[src/design/phase_realign_enable_zcd_consts.vh]
/*
 * constants for the second-stage phase_realign_enable supervisor and zcd delay block:
 * register offsets, field positions, reset values, timing figures.
 * assumes inclusion by bare name from design and test files.
 */
`ifndef PHASE_REALIGN_ENABLE_ZCD_CONSTS_VH
`define PHASE_REALIGN_ENABLE_ZCD_CONSTS_VH

// register indices as printed; byte address is four times the index
`define IDX_PHASE_PHASE_REALIGN_ENABLE 8'h2f
`define IDX_ZCD_FAULT 8'h30
`define IDX_PHASE_REALIGN_ENABLE_CTRL 8'h31
`define IDX_IRQ_STATUS 8'h32
`define IDX_IRQ_MASK 8'h33
`define IDX_SUPER_STATE 8'h34

// phase_phase_realign_enable_settings fields
`define HYST_HI 7
`define HYST_LO 4
`define THR_HI 3
`define THR_LO 0

// zcd_delay_and_fault_settings fields
`define RISE_HI 7
`define RISE_LO 5
`define VALLEY_HI 4
`define VALLEY_LO 2
`define SCP_DIS_BIT 1
`define VOLTAGE_DIFFERENCE_FAULT_DISABLE_DIS_BIT 0

// phase_realign_enable control register
`define REALIGN_EN_BIT 6

// irq bits
`define IRQ_PHASE_REALIGN_ENABLE 0
`define IRQ_SC_FAULT 1
`define IRQ_VOLTAGE_DIFFERENCE_FAULT_DISABLE_FAULT 2
`define IRQ_W 3

// reset values
`define RST_PHASE_PHASE_REALIGN_ENABLE 8'h00
`define RST_ZCD_FAULT 8'h00
`define RST_PHASE_REALIGN_ENABLE_CTRL 8'h00
`define RST_IRQ_MASK 3'h0

// delay step in ns, clock period in ns
`define ZCD_STEP_NS 50
`define CLK_PERIOD_NS 10

// axi responses
`define RESP_OKAY 2'h0
`define RESP_SLVERR 2'h2

`endif

[src/design/zcd_edge_delay.v]
/*
 * fixed rising-edge delay for a synchronised zcd comparator level.
 * assumes the input is already in the aclk domain; a rise is reported
 * setting*step cycles later as a one-cycle pulse.
 */
`timescale 1ns/1ps
`include "phase_realign_enable_zcd_consts.vh"

module zcd_edge_delay #(
  parameter STEP_CYCLES = 5,
  parameter CNT_W = 6
) (
  input wire aclk,
  input wire aresetn,
  input wire level,
  input wire [2:0] setting,
  output reg event_pulse
);
  reg level_d;
  reg busy;
  reg [CNT_W-1:0] count;
  wire [CNT_W-1:0] target;

  // total wait in cycles; zero setting reports on the edge itself
  assign target = setting * STEP_CYCLES[CNT_W-1:0];

  // a new rise during an active wait restarts it; the earlier edge then gives no delayed event
  always @(posedge aclk)
  begin
    if (!aresetn)
    begin
      level_d <= 1'b0;
      busy <= 1'b0;
      count <= {CNT_W{1'b0}};
      event_pulse <= 1'b0;
    end
    else
    begin
      level_d <= level;
      event_pulse <= 1'b0;
      if (level && !level_d)
      begin
        if (target == {CNT_W{1'b0}})
          event_pulse <= 1'b1;
        else
        begin
          busy <= 1'b1;
          count <= {{(CNT_W-1){1'b0}}, 1'b1};
        end
      end
      else if (busy)
      begin
        if (count >= target)
        begin
          busy <= 1'b0;
          event_pulse <= 1'b1;
        end
        else
          count <= count + {{(CNT_W-1){1'b0}}, 1'b1};
      end
    end
  end
endmodule // zcd_edge_delay

[src/design/phase_realign_enable_zcd_config.v]
/*
 * second-stage phase phase_realign_enable supervisor with zcd compensation delays and
 * fault gating, registers reached over axi4-lite.
 * assumes analog comparators, period ticks and fault flags arrive as
 * asynchronous levels or pulses and pass a two-flop synchroniser here.
 */
// How it works
// hysteresis field holds 0..15 channel 1 periods between resyncs.
// misid counter adds one per bad period, subtracts two per good one.
// phase_realign_enable when counter exceeds threshold and hysteresis periods have elapsed.
// software sets these fields only for indirect sync circuits, with enable set; the block takes writes to them with enable clear too.
// channel 2 zcd rising edge recognised after setting times 50 ns.
// channel 2 valley zcd event delayed by setting times 50 ns.
// short-circuit protection active when its bit is 0, off when 1.
// voltage-difference fault acted on when its bit is 0, ignored when 1.
// supervisor runs only while the realign enable bit is 1.
// counter floors at zero, clears on phase_realign_enable; hysteresis count restarts.
`timescale 1ns/1ps
`include "phase_realign_enable_zcd_consts.vh"

module phase_realign_enable_zcd_config #(
  parameter MISID_W = 5
) (
  input wire aclk,
  input wire aresetn,
  input wire [31:0] s_axi_awaddr,
  input wire s_axi_awvalid,
  output reg s_axi_awready,
  input wire [31:0] s_axi_wdata,
  input wire [3:0] s_axi_wstrb,
  input wire s_axi_wvalid,
  output reg s_axi_wready,
  output reg [1:0] s_axi_bresp,
  output reg s_axi_bvalid,
  input wire s_axi_bready,
  input wire [31:0] s_axi_araddr,
  input wire s_axi_arvalid,
  output reg s_axi_arready,
  output reg [31:0] s_axi_rdata,
  output reg [1:0] s_axi_rresp,
  output reg s_axi_rvalid,
  input wire s_axi_rready,
  input wire ch1_period_tick,
  input wire ch2_period_tick,
  input wire output_id_proper,
  input wire ch2_valley_detect_delay_rise,
  input wire zero_current_detect,
  input wire ch2_cycle,
  input wire short_circuit_detect,
  input wire voltage_difference_detect,
  output reg phase_realign,
  output reg ch2_rise_event,
  output reg ch2_valley_event,
  output reg short_circuit_fault,
  output reg voltage_difference_fault,
  output reg irq
);
  localparam integer STEP_CYCLES = (`ZCD_STEP_NS + `CLK_PERIOD_NS - 1) / `CLK_PERIOD_NS;
  localparam [1:0] S_IDLE = 2'b01;
  localparam [1:0] S_RUN = 2'b10;

  // byte address to printed index match
  function hit;
    input [31:0] addr;
    input [7:0] idx;
    begin
      hit = (addr[1:0] == 2'h0) && (addr[31:2] == {22'h0, idx});
    end
  endfunction

  reg [7:0] phase_phase_realign_enable_settings;
  reg [7:0] zcd_delay_and_fault_settings;
  reg [7:0] phase_realign_enable_ctrl;
  reg [`IRQ_W-1:0] irq_status;
  reg [`IRQ_W-1:0] irq_mask;
  reg [1:0] state;
  reg [MISID_W-1:0] misid_count;
  reg [3:0] hyst_count;
  reg [MISID_W-1:0] next_misid;
  reg [4:0] sync1;
  reg [4:0] sync2;
  reg [4:0] sync2_d;
  reg [2:0] lvl1;
  reg [2:0] lvl2;
  reg aw_held;
  reg w_held;
  reg [31:0] aw_addr;
  reg [31:0] w_data;
  reg [3:0] w_strb;
  wire rise_pulse;
  wire valley_pulse;
  wire [3:0] phase_realign_enable_hysteresis_periods;
  wire [3:0] misid_threshold;
  wire phase_realign_enable;
  wire ch1_tick;
  wire ch2_tick;
  wire phase_realign_enable_now;
  wire wr_go;
  wire rd_go;
  wire [`IRQ_W-1:0] events;

  assign phase_realign_enable_hysteresis_periods = phase_phase_realign_enable_settings[`HYST_HI:`HYST_LO];
  assign misid_threshold = phase_phase_realign_enable_settings[`THR_HI:`THR_LO];
  assign phase_realign_enable = phase_realign_enable_ctrl[`REALIGN_EN_BIT];

  // two flops on every outside input; edges taken from the second stage
  always @(posedge aclk)
  begin
    if (!aresetn)
    begin
      sync1 <= 5'h00;
      sync2 <= 5'h00;
      sync2_d <= 5'h00;
      lvl1 <= 3'h0;
      lvl2 <= 3'h0;
    end
    else
    begin
      sync1 <= {voltage_difference_detect, short_circuit_detect, output_id_proper,
                ch2_period_tick, ch1_period_tick};
      sync2 <= sync1;
      sync2_d <= sync2;
      lvl1 <= {ch2_cycle, zero_current_detect, ch2_valley_detect_delay_rise};
      lvl2 <= lvl1;
    end
  end

  // period ticks are pulses from the stage; one event per rising edge
  assign ch1_tick = sync2[0] && !sync2_d[0];
  assign ch2_tick = sync2[1] && !sync2_d[1];

  // hysteresis satisfied and counter strictly above threshold; a good period may fire too
  assign phase_realign_enable_now = (state == S_RUN) && ch2_tick &&
    (next_misid > {1'b0, misid_threshold}) && (hyst_count >= phase_realign_enable_hysteresis_periods);

  // misid counter step for this second-stage period
  always @*
  begin
    next_misid = misid_count;
    if (ch2_tick)
    begin
      if (sync2[2])
        next_misid = (misid_count > {{(MISID_W-2){1'b0}}, 2'h2}) ?
          misid_count - {{(MISID_W-2){1'b0}}, 2'h2} : {MISID_W{1'b0}};
      else if (misid_count != {MISID_W{1'b1}})
        next_misid = misid_count + {{(MISID_W-1){1'b0}}, 1'b1};
    end
  end

  // supervisor fsm; disabled state parks everything at zero
  always @(posedge aclk)
  begin
    if (!aresetn)
    begin
      state <= S_IDLE;
      misid_count <= {MISID_W{1'b0}};
      hyst_count <= 4'h0;
      phase_realign <= 1'b0;
    end
    else
    begin
      phase_realign <= 1'b0;
      case (state)
        S_IDLE:
        begin
          misid_count <= {MISID_W{1'b0}};
          hyst_count <= 4'h0;
          if (phase_realign_enable)
            state <= S_RUN;
        end
        S_RUN:
        begin
          if (!phase_realign_enable)
            state <= S_IDLE;
          else if (phase_realign_enable_now)
          begin
            phase_realign <= 1'b1;
            misid_count <= {MISID_W{1'b0}};
            hyst_count <= 4'h0;
          end
          else
          begin
            misid_count <= next_misid;
            // saturate so a long quiet stretch still counts as elapsed
            if (ch1_tick && hyst_count != 4'hf)
              hyst_count <= hyst_count + 4'h1;
          end
        end
        default:
          state <= S_IDLE;
      endcase
    end
  end

  // channel 2 rising-edge compensation
  zcd_edge_delay #(
    .STEP_CYCLES(STEP_CYCLES),
    .CNT_W(6)
  ) u_rise (
    .aclk(aclk),
    .aresetn(aresetn),
    .level(lvl2[0]),
    .setting(zcd_delay_and_fault_settings[`RISE_HI:`RISE_LO]),
    .event_pulse(rise_pulse)
  );

  // valley compensation; comparator only counted in channel 2 cycles
  zcd_edge_delay #(
    .STEP_CYCLES(STEP_CYCLES),
    .CNT_W(6)
  ) u_valley (
    .aclk(aclk),
    .aresetn(aresetn),
    .level(lvl2[1] && lvl2[2]),
    .setting(zcd_delay_and_fault_settings[`VALLEY_HI:`VALLEY_LO]),
    .event_pulse(valley_pulse)
  );

  // fault gating and registered delayed events
  always @(posedge aclk)
  begin
    if (!aresetn)
    begin
      ch2_rise_event <= 1'b0;
      ch2_valley_event <= 1'b0;
      short_circuit_fault <= 1'b0;
      voltage_difference_fault <= 1'b0;
    end
    else
    begin
      ch2_rise_event <= rise_pulse;
      ch2_valley_event <= valley_pulse;
      short_circuit_fault <= sync2[3] && !zcd_delay_and_fault_settings[`SCP_DIS_BIT];
      voltage_difference_fault <= sync2[4] && !zcd_delay_and_fault_settings[`VOLTAGE_DIFFERENCE_FAULT_DISABLE_DIS_BIT];
    end
  end

  assign events = {voltage_difference_fault, short_circuit_fault, phase_realign};
  assign wr_go = aw_held && w_held && !s_axi_bvalid;
  assign rd_go = s_axi_arvalid && s_axi_arready;

  // axi write: address and data taken in either order, one at a time
  always @(posedge aclk)
  begin
    if (!aresetn)
    begin
      s_axi_awready <= 1'b1;
      s_axi_wready <= 1'b1;
      s_axi_bvalid <= 1'b0;
      s_axi_bresp <= `RESP_OKAY;
      aw_held <= 1'b0;
      w_held <= 1'b0;
      aw_addr <= 32'h0;
      w_data <= 32'h0;
      w_strb <= 4'h0;
      phase_phase_realign_enable_settings <= `RST_PHASE_PHASE_REALIGN_ENABLE;
      zcd_delay_and_fault_settings <= `RST_ZCD_FAULT;
      phase_realign_enable_ctrl <= `RST_PHASE_REALIGN_ENABLE_CTRL;
      irq_mask <= `RST_IRQ_MASK;
    end
    else
    begin
      if (s_axi_awvalid && s_axi_awready)
      begin
        aw_addr <= s_axi_awaddr;
        aw_held <= 1'b1;
        s_axi_awready <= 1'b0;
      end
      if (s_axi_wvalid && s_axi_wready)
      begin
        w_data <= s_axi_wdata;
        w_strb <= s_axi_wstrb;
        w_held <= 1'b1;
        s_axi_wready <= 1'b0;
      end
      if (wr_go)
      begin
        aw_held <= 1'b0;
        w_held <= 1'b0;
        s_axi_bvalid <= 1'b1;
        s_axi_bresp <= `RESP_OKAY;
        // only byte lane 0 carries data; other lanes ignored
        if (hit(aw_addr, `IDX_PHASE_PHASE_REALIGN_ENABLE))
        begin
          if (w_strb[0])
            phase_phase_realign_enable_settings <= w_data[7:0];
        end
        else if (hit(aw_addr, `IDX_ZCD_FAULT))
        begin
          if (w_strb[0])
            zcd_delay_and_fault_settings <= w_data[7:0];
        end
        else if (hit(aw_addr, `IDX_PHASE_REALIGN_ENABLE_CTRL))
        begin
          if (w_strb[0])
            phase_realign_enable_ctrl <= w_data[7:0] & (8'h01 << `REALIGN_EN_BIT);
        end
        else if (hit(aw_addr, `IDX_IRQ_MASK))
        begin
          if (w_strb[0])
            irq_mask <= w_data[`IRQ_W-1:0];
        end
        else if (!hit(aw_addr, `IDX_IRQ_STATUS) && !hit(aw_addr, `IDX_SUPER_STATE))
          s_axi_bresp <= `RESP_SLVERR;
      end
      if (s_axi_bvalid && s_axi_bready)
      begin
        s_axi_bvalid <= 1'b0;
        s_axi_awready <= 1'b1;
        s_axi_wready <= 1'b1;
      end
    end
  end

  // axi read; status clears on read but a same-cycle event still sets
  always @(posedge aclk)
  begin
    if (!aresetn)
    begin
      s_axi_arready <= 1'b1;
      s_axi_rvalid <= 1'b0;
      s_axi_rdata <= 32'h0;
      s_axi_rresp <= `RESP_OKAY;
      irq_status <= {`IRQ_W{1'b0}};
      irq <= 1'b0;
    end
    else
    begin
      irq_status <= irq_status | events;
      if (rd_go)
      begin
        s_axi_arready <= 1'b0;
        s_axi_rvalid <= 1'b1;
        s_axi_rresp <= `RESP_OKAY;
        s_axi_rdata <= 32'h0;
        if (hit(s_axi_araddr, `IDX_PHASE_PHASE_REALIGN_ENABLE))
          s_axi_rdata <= {24'h0, phase_phase_realign_enable_settings};
        else if (hit(s_axi_araddr, `IDX_ZCD_FAULT))
          s_axi_rdata <= {24'h0, zcd_delay_and_fault_settings};
        else if (hit(s_axi_araddr, `IDX_PHASE_REALIGN_ENABLE_CTRL))
          s_axi_rdata <= {24'h0, phase_realign_enable_ctrl};
        else if (hit(s_axi_araddr, `IDX_IRQ_STATUS))
        begin
          s_axi_rdata <= {29'h0, irq_status};
          irq_status <= events;
        end
        else if (hit(s_axi_araddr, `IDX_IRQ_MASK))
          s_axi_rdata <= {29'h0, irq_mask};
        else if (hit(s_axi_araddr, `IDX_SUPER_STATE))
          s_axi_rdata <= {16'h0, 3'h0, misid_count, hyst_count, 3'h0, state == S_RUN};
        else
          s_axi_rresp <= `RESP_SLVERR;
      end
      if (s_axi_rvalid && s_axi_rready)
      begin
        s_axi_rvalid <= 1'b0;
        s_axi_arready <= 1'b1;
      end
      irq <= |((irq_status | events) & irq_mask);
    end
  end
endmodule // phase_realign_enable_zcd_config

[config.mk]
export PLATFORM = sky130hd
export DESIGN_NAME = phase_realign_enable_zcd_config
export DESIGN_NICKNAME = d
export VERILOG_FILES = /design/src/design/zcd_edge_delay.v /design/src/design/phase_realign_enable_zcd_config.v
export VERILOG_INCLUDE_DIRS = /design/src /design/src/design
export SDC_FILE = /design/constraint.sdc
export NUM_CORES = 1
export LEC_CHECK = 0
export BUFFER_PORTS_ARGS = -buffer_cell sky130_fd_sc_hd__buf_2
export CAP_MARGIN = 5
export CORE_MARGIN = 4
export CORE_UTILIZATION = 58
export DETAILED_ROUTE_END_ITERATION = 6
export HOLD_SLACK_MARGIN = 0.1
export PLACE_DENSITY = 0.83
export SKIP_CTS_REPAIR_TIMING = 1
export SLEW_MARGIN = 20
export SYNTH_ARGS = -nofsm -noshare
export SYNTH_HDL_FRONTEND = slang
export SYNTH_SLANG_ARGS = --single-unit
[constraint.sdc]
create_clock -name aclk -period 5 [get_ports aclk]
set_input_delay 0.75 -clock aclk [delete_from_list [all_inputs] [get_ports aclk]]
set_output_delay 0.75 -clock aclk [all_outputs]
set_load 0.005 [all_outputs]
==> results.toml <==
[clock_tree]
clk_pin_slew_worst_paths_ns = 0.06
cts_buffer_depth = 2
cts_sinks = 139
cts_buffers = 17
htree_levels = 4
clk_latency_ns = 0.52
root_buffer = "clkbuf_8"
cts_tree = "yes"

[worst_setup_path]
crit_family = "compound AO/OA/AOI/OAI gates"
cp-end-kind = "flip-flop"
crit_type = "flip-flop to flip-flop"
crit_fanout = 11
start_kind = "flip-flop"
crit_buf_inv = 2
slowest_stage = "dfxtp_1"
max_stage_delay_ns = 0.49
cp.required_ns = 5.43
crit_path_cell_trace = "inv_1 -> ha_1 -> o21a_1 -> nand2b_1 -> o22a_1 -> a31oi_1 -> ha_1 -> a21oi_1 -> a21oi_1 -> o221ai_1 -> buf_4 -> nand4_1 -> o32ai_1"
crit_arrival_ns = 3.58

[placement]
numPortBuffers = 113
gp_congestion = 0.878
dp_hpwl_um = 10100

[sta]
tightest_slew_ns = 1.01
max_freq_mhz = 317
final.period_utilization_pct = 63.0
skew_ns = 0.00708
tns_ns = 0
rsz0062_at_grt = "false"
final-setup-viol-count = 0
report.final.slew_viol_count = 0
final.min_clock_period_ns = 3.15
hold_viol = 0
slew_headroom_pct = 32.2

[power_and_ir_drop]
p_seq_share_pct = 46.1
power_density_nw_per_um2 = 333
netSwitchingPower_mw = 0.591
swShare_pct = 23.4
ir_worst_vdd_mv = 0.372
p_clk_share_pct = 47.5
power_leakage_nw = 3.12
combPwrFrac_pct = 6.4
p_int_mw = 1.94
finalPower_mw = 2.53

[global_route]
grt_pass1_wl_um = 24100
track_usage_pct = 22.7
antenna_found_initial = 1
grt_max_degree = 67
overflow = 0
grt_pass1_vias = 5284

[die]
start_util_pct = 59.5
die_x_um = 114
io_pins = 162
die-area_um2 = 12900
row_count = 38
coreArea_um2 = 10900
fp.dieH_um = 114

[final_layout]
fin_nets = 1022
antenna_cells = 0
regArea_um2 = 2780
multi_input_area_um2 = 3300
area_delta_synth_final_pct = 17.2
n_fill_cell = 898
drive_gt1_share_pct = 19.5

[logic_synthesis]
muxShareOfSynthArea_pct = 2.55
synth_edf_count = 0
ys_ff_latch = 139
synth_top_family_by_area = "simple AND/OR/NAND/NOR gates"
synthFlopType = "dfxtp_1"
synth-xor-area-share_pct = 0.541
yosys_warnings = 0
synth_area_um2 = 6470
async_flop_share_pct = 0
yosysSeqAreaShare_pct = 43.0
avgSynthCellArea_um2 = 8.35
synth_fa_ha_area_share_pct = 7.15
synthCells = 775
synth_cell_type_count = 57
synth_compound_area_share_pct = 17.3
yosys.area_share.simple_pct = 22.0

[route]
drtIter0Drc = 399
vias = 5703
dr.pass1.iters = 6
drc_errors = 0
via_per_inst = 5.57
wl_per_cell_um = 14.1
finalWirelength_um = 14400
final_antenna_net_count = 0

[flow_run]
maxCapViolCount = 0

[run_status]
status = "finished clean"

[worst_hold_path]
hold_path.class = "flip-flop to flip-flop"
==> power by group through the flow <==
| stage | clock, mW | combinational [mW] | sequential [mW] |
|---|---|---|---|
| 2_1_floorplan | 0 | 0.110 | 1.18 |
| 3_3_place_gp | 0 | 0.158 | 1.19 |
| 3_5_place_dp | 0 | 0.160 | 1.19 |
| 4_1_cts | 1.22 | 0.161 | 1.17 |
| 5_1_grt | 1.27 | 0.183 | 1.17 |
| 6_report | 1.20 | 0.161 | 1.17 |
==> final cells by class <==
type	instances	area share [%]
Timing Repair Buffer	117	7.85
Sequential cell	139	36.7
Inverter	44	2.18
Multi-Input combinational cell	551	43.5
Clock buffer	19	5.69
Tap cell	140	2.31
Clock inverter	13	1.86
==> cell families after synthesis <==
family	count (synthesis)
mux	16
other cells	1
simple gates	290
flops	139
fa+ha+maj	37
buf+inv	105
compound gates	183
xor+xnor	4
==> metal layers <==
metal  share of wire (%)  global-route usage, %  wire length (µm)
met4                 1.8                   7.77               266
met2                  46                   35.5              6620
met5               0.048                      0                 7
met3                 7.9                   7.00              1150
met1                  44                   29.9              6400
==> worst min-delay path: cells and delay by family (launching register included) <==
kind,cells,cell delay (ns)
flip-flops,1,0.30
AND/OR/NAND/NOR,2,0.08
==> state kept, by name, summed over array words and instances (netlist names), 6 cells and up <==
signal,count
aw_addr,32
phase_phase_realign_enable_settings,8
s_axi_rdata,13
u_rise.count,6
u_valley.count,6
w_data,8
zcd_delay_and_fault_settings,8
==> path summary, 6_finish.rpt <==
path / from / end / slack, ns / cells after the start
hold reg to reg: sync2[4]$_SDFF_PN0_ / voltage_difference_fault$_SDFF_PN0_ / 0.42 / 2
setup reg to reg: misid_count[2]$_SDFFE_PN0P_ / hyst_count[2]$_SDFFE_PN0P_ / 1.85 / 13
hold / removal: sync2[4]$_SDFF_PN0_ / voltage_difference_fault$_SDFF_PN0_ / 0.42 / 2
setup / recovery: misid_count[2]$_SDFFE_PN0P_ / hyst_count[2]$_SDFFE_PN0P_ / 1.85 / 13
==> synthesized netlist by cell type (4+ instances only) <==
cell      count  area (µm²)
dfxtp_1     139        2780
nand2_1     125         469
a21oi_1      75         375
nor2_1       48         180
inv_1        44         165
ha_1         37         463
o21ai_0      37         185
clkbuf_1     34         128
and2_1       25         156
nand3_1      22         110
buf_4        21         158
mux2i_1      12         120
nor4_1       11        68.8
a31oi_1      10        62.6
nand2b_1     10        62.6
nand4_1      10        62.6
a211oi_1      9        67.6
nor3_1        9        45.0
a31o_2        8        70.1
a221oi_1      6        52.6
nor2b_1       6        37.5
a21o_1        5        37.5
a32o_1        4        40.0
buf_1         4        15.0
mux2_2        4        45.0
nor4_2        4        50.1
o22ai_1       4        25.0
==> cell usage in the layout, fill, tap and decap left out, types with 4 or more instances in the layout <==
master,synthesis,routed
nor4_2,4,4
clkbuf_16,0,16
nand2b_1,10,10
nand3_1,22,22
nand2_1,125,125
buf_2,2,113
nor4_1,11,11
nand4_1,10,10
inv_1,44,43
buf_4,21,4
a211oi_1,9,9
a32o_1,4,4
a21o_1,5,5
o21ai_0,37,36
and2_1,25,24
nor2_1,48,48
conb_1,1,21
mux2i_1,12,12
mux2_2,4,4
dfxtp_1,139,139
a31o_2,8,8
nor3_1,9,9
a31oi_1,10,10
nor2b_1,6,6
ha_1,37,37
o22ai_1,4,4
a21oi_1,75,75
a221oi_1,6,6
==> metrics by stage <==
| stage | area, µm² | cells | worst slack, ns | util (%) | hold WS [ns] |
|---|---|---|---|---|---|
| final | 7590 | 1023 | 1.85 | 69.7 | 0.416 |
| after global routing | 7590 | 1023 | 1.57 | 69.7 | 0.418 |
| after global placement | 7020 | 991 | 1.94 | 64.4 | 0.405 |
| after floorplan | 6550 | 795 | 2.12 | - | 0.395 |
| after detailed placement | 7020 | 991 | 1.88 | 64.4 | 0.412 |
| after CTS | 7590 | 1023 | 1.87 | 69.7 | 0.411 |
Note: power is estimated with default switching activity, not from simulation.
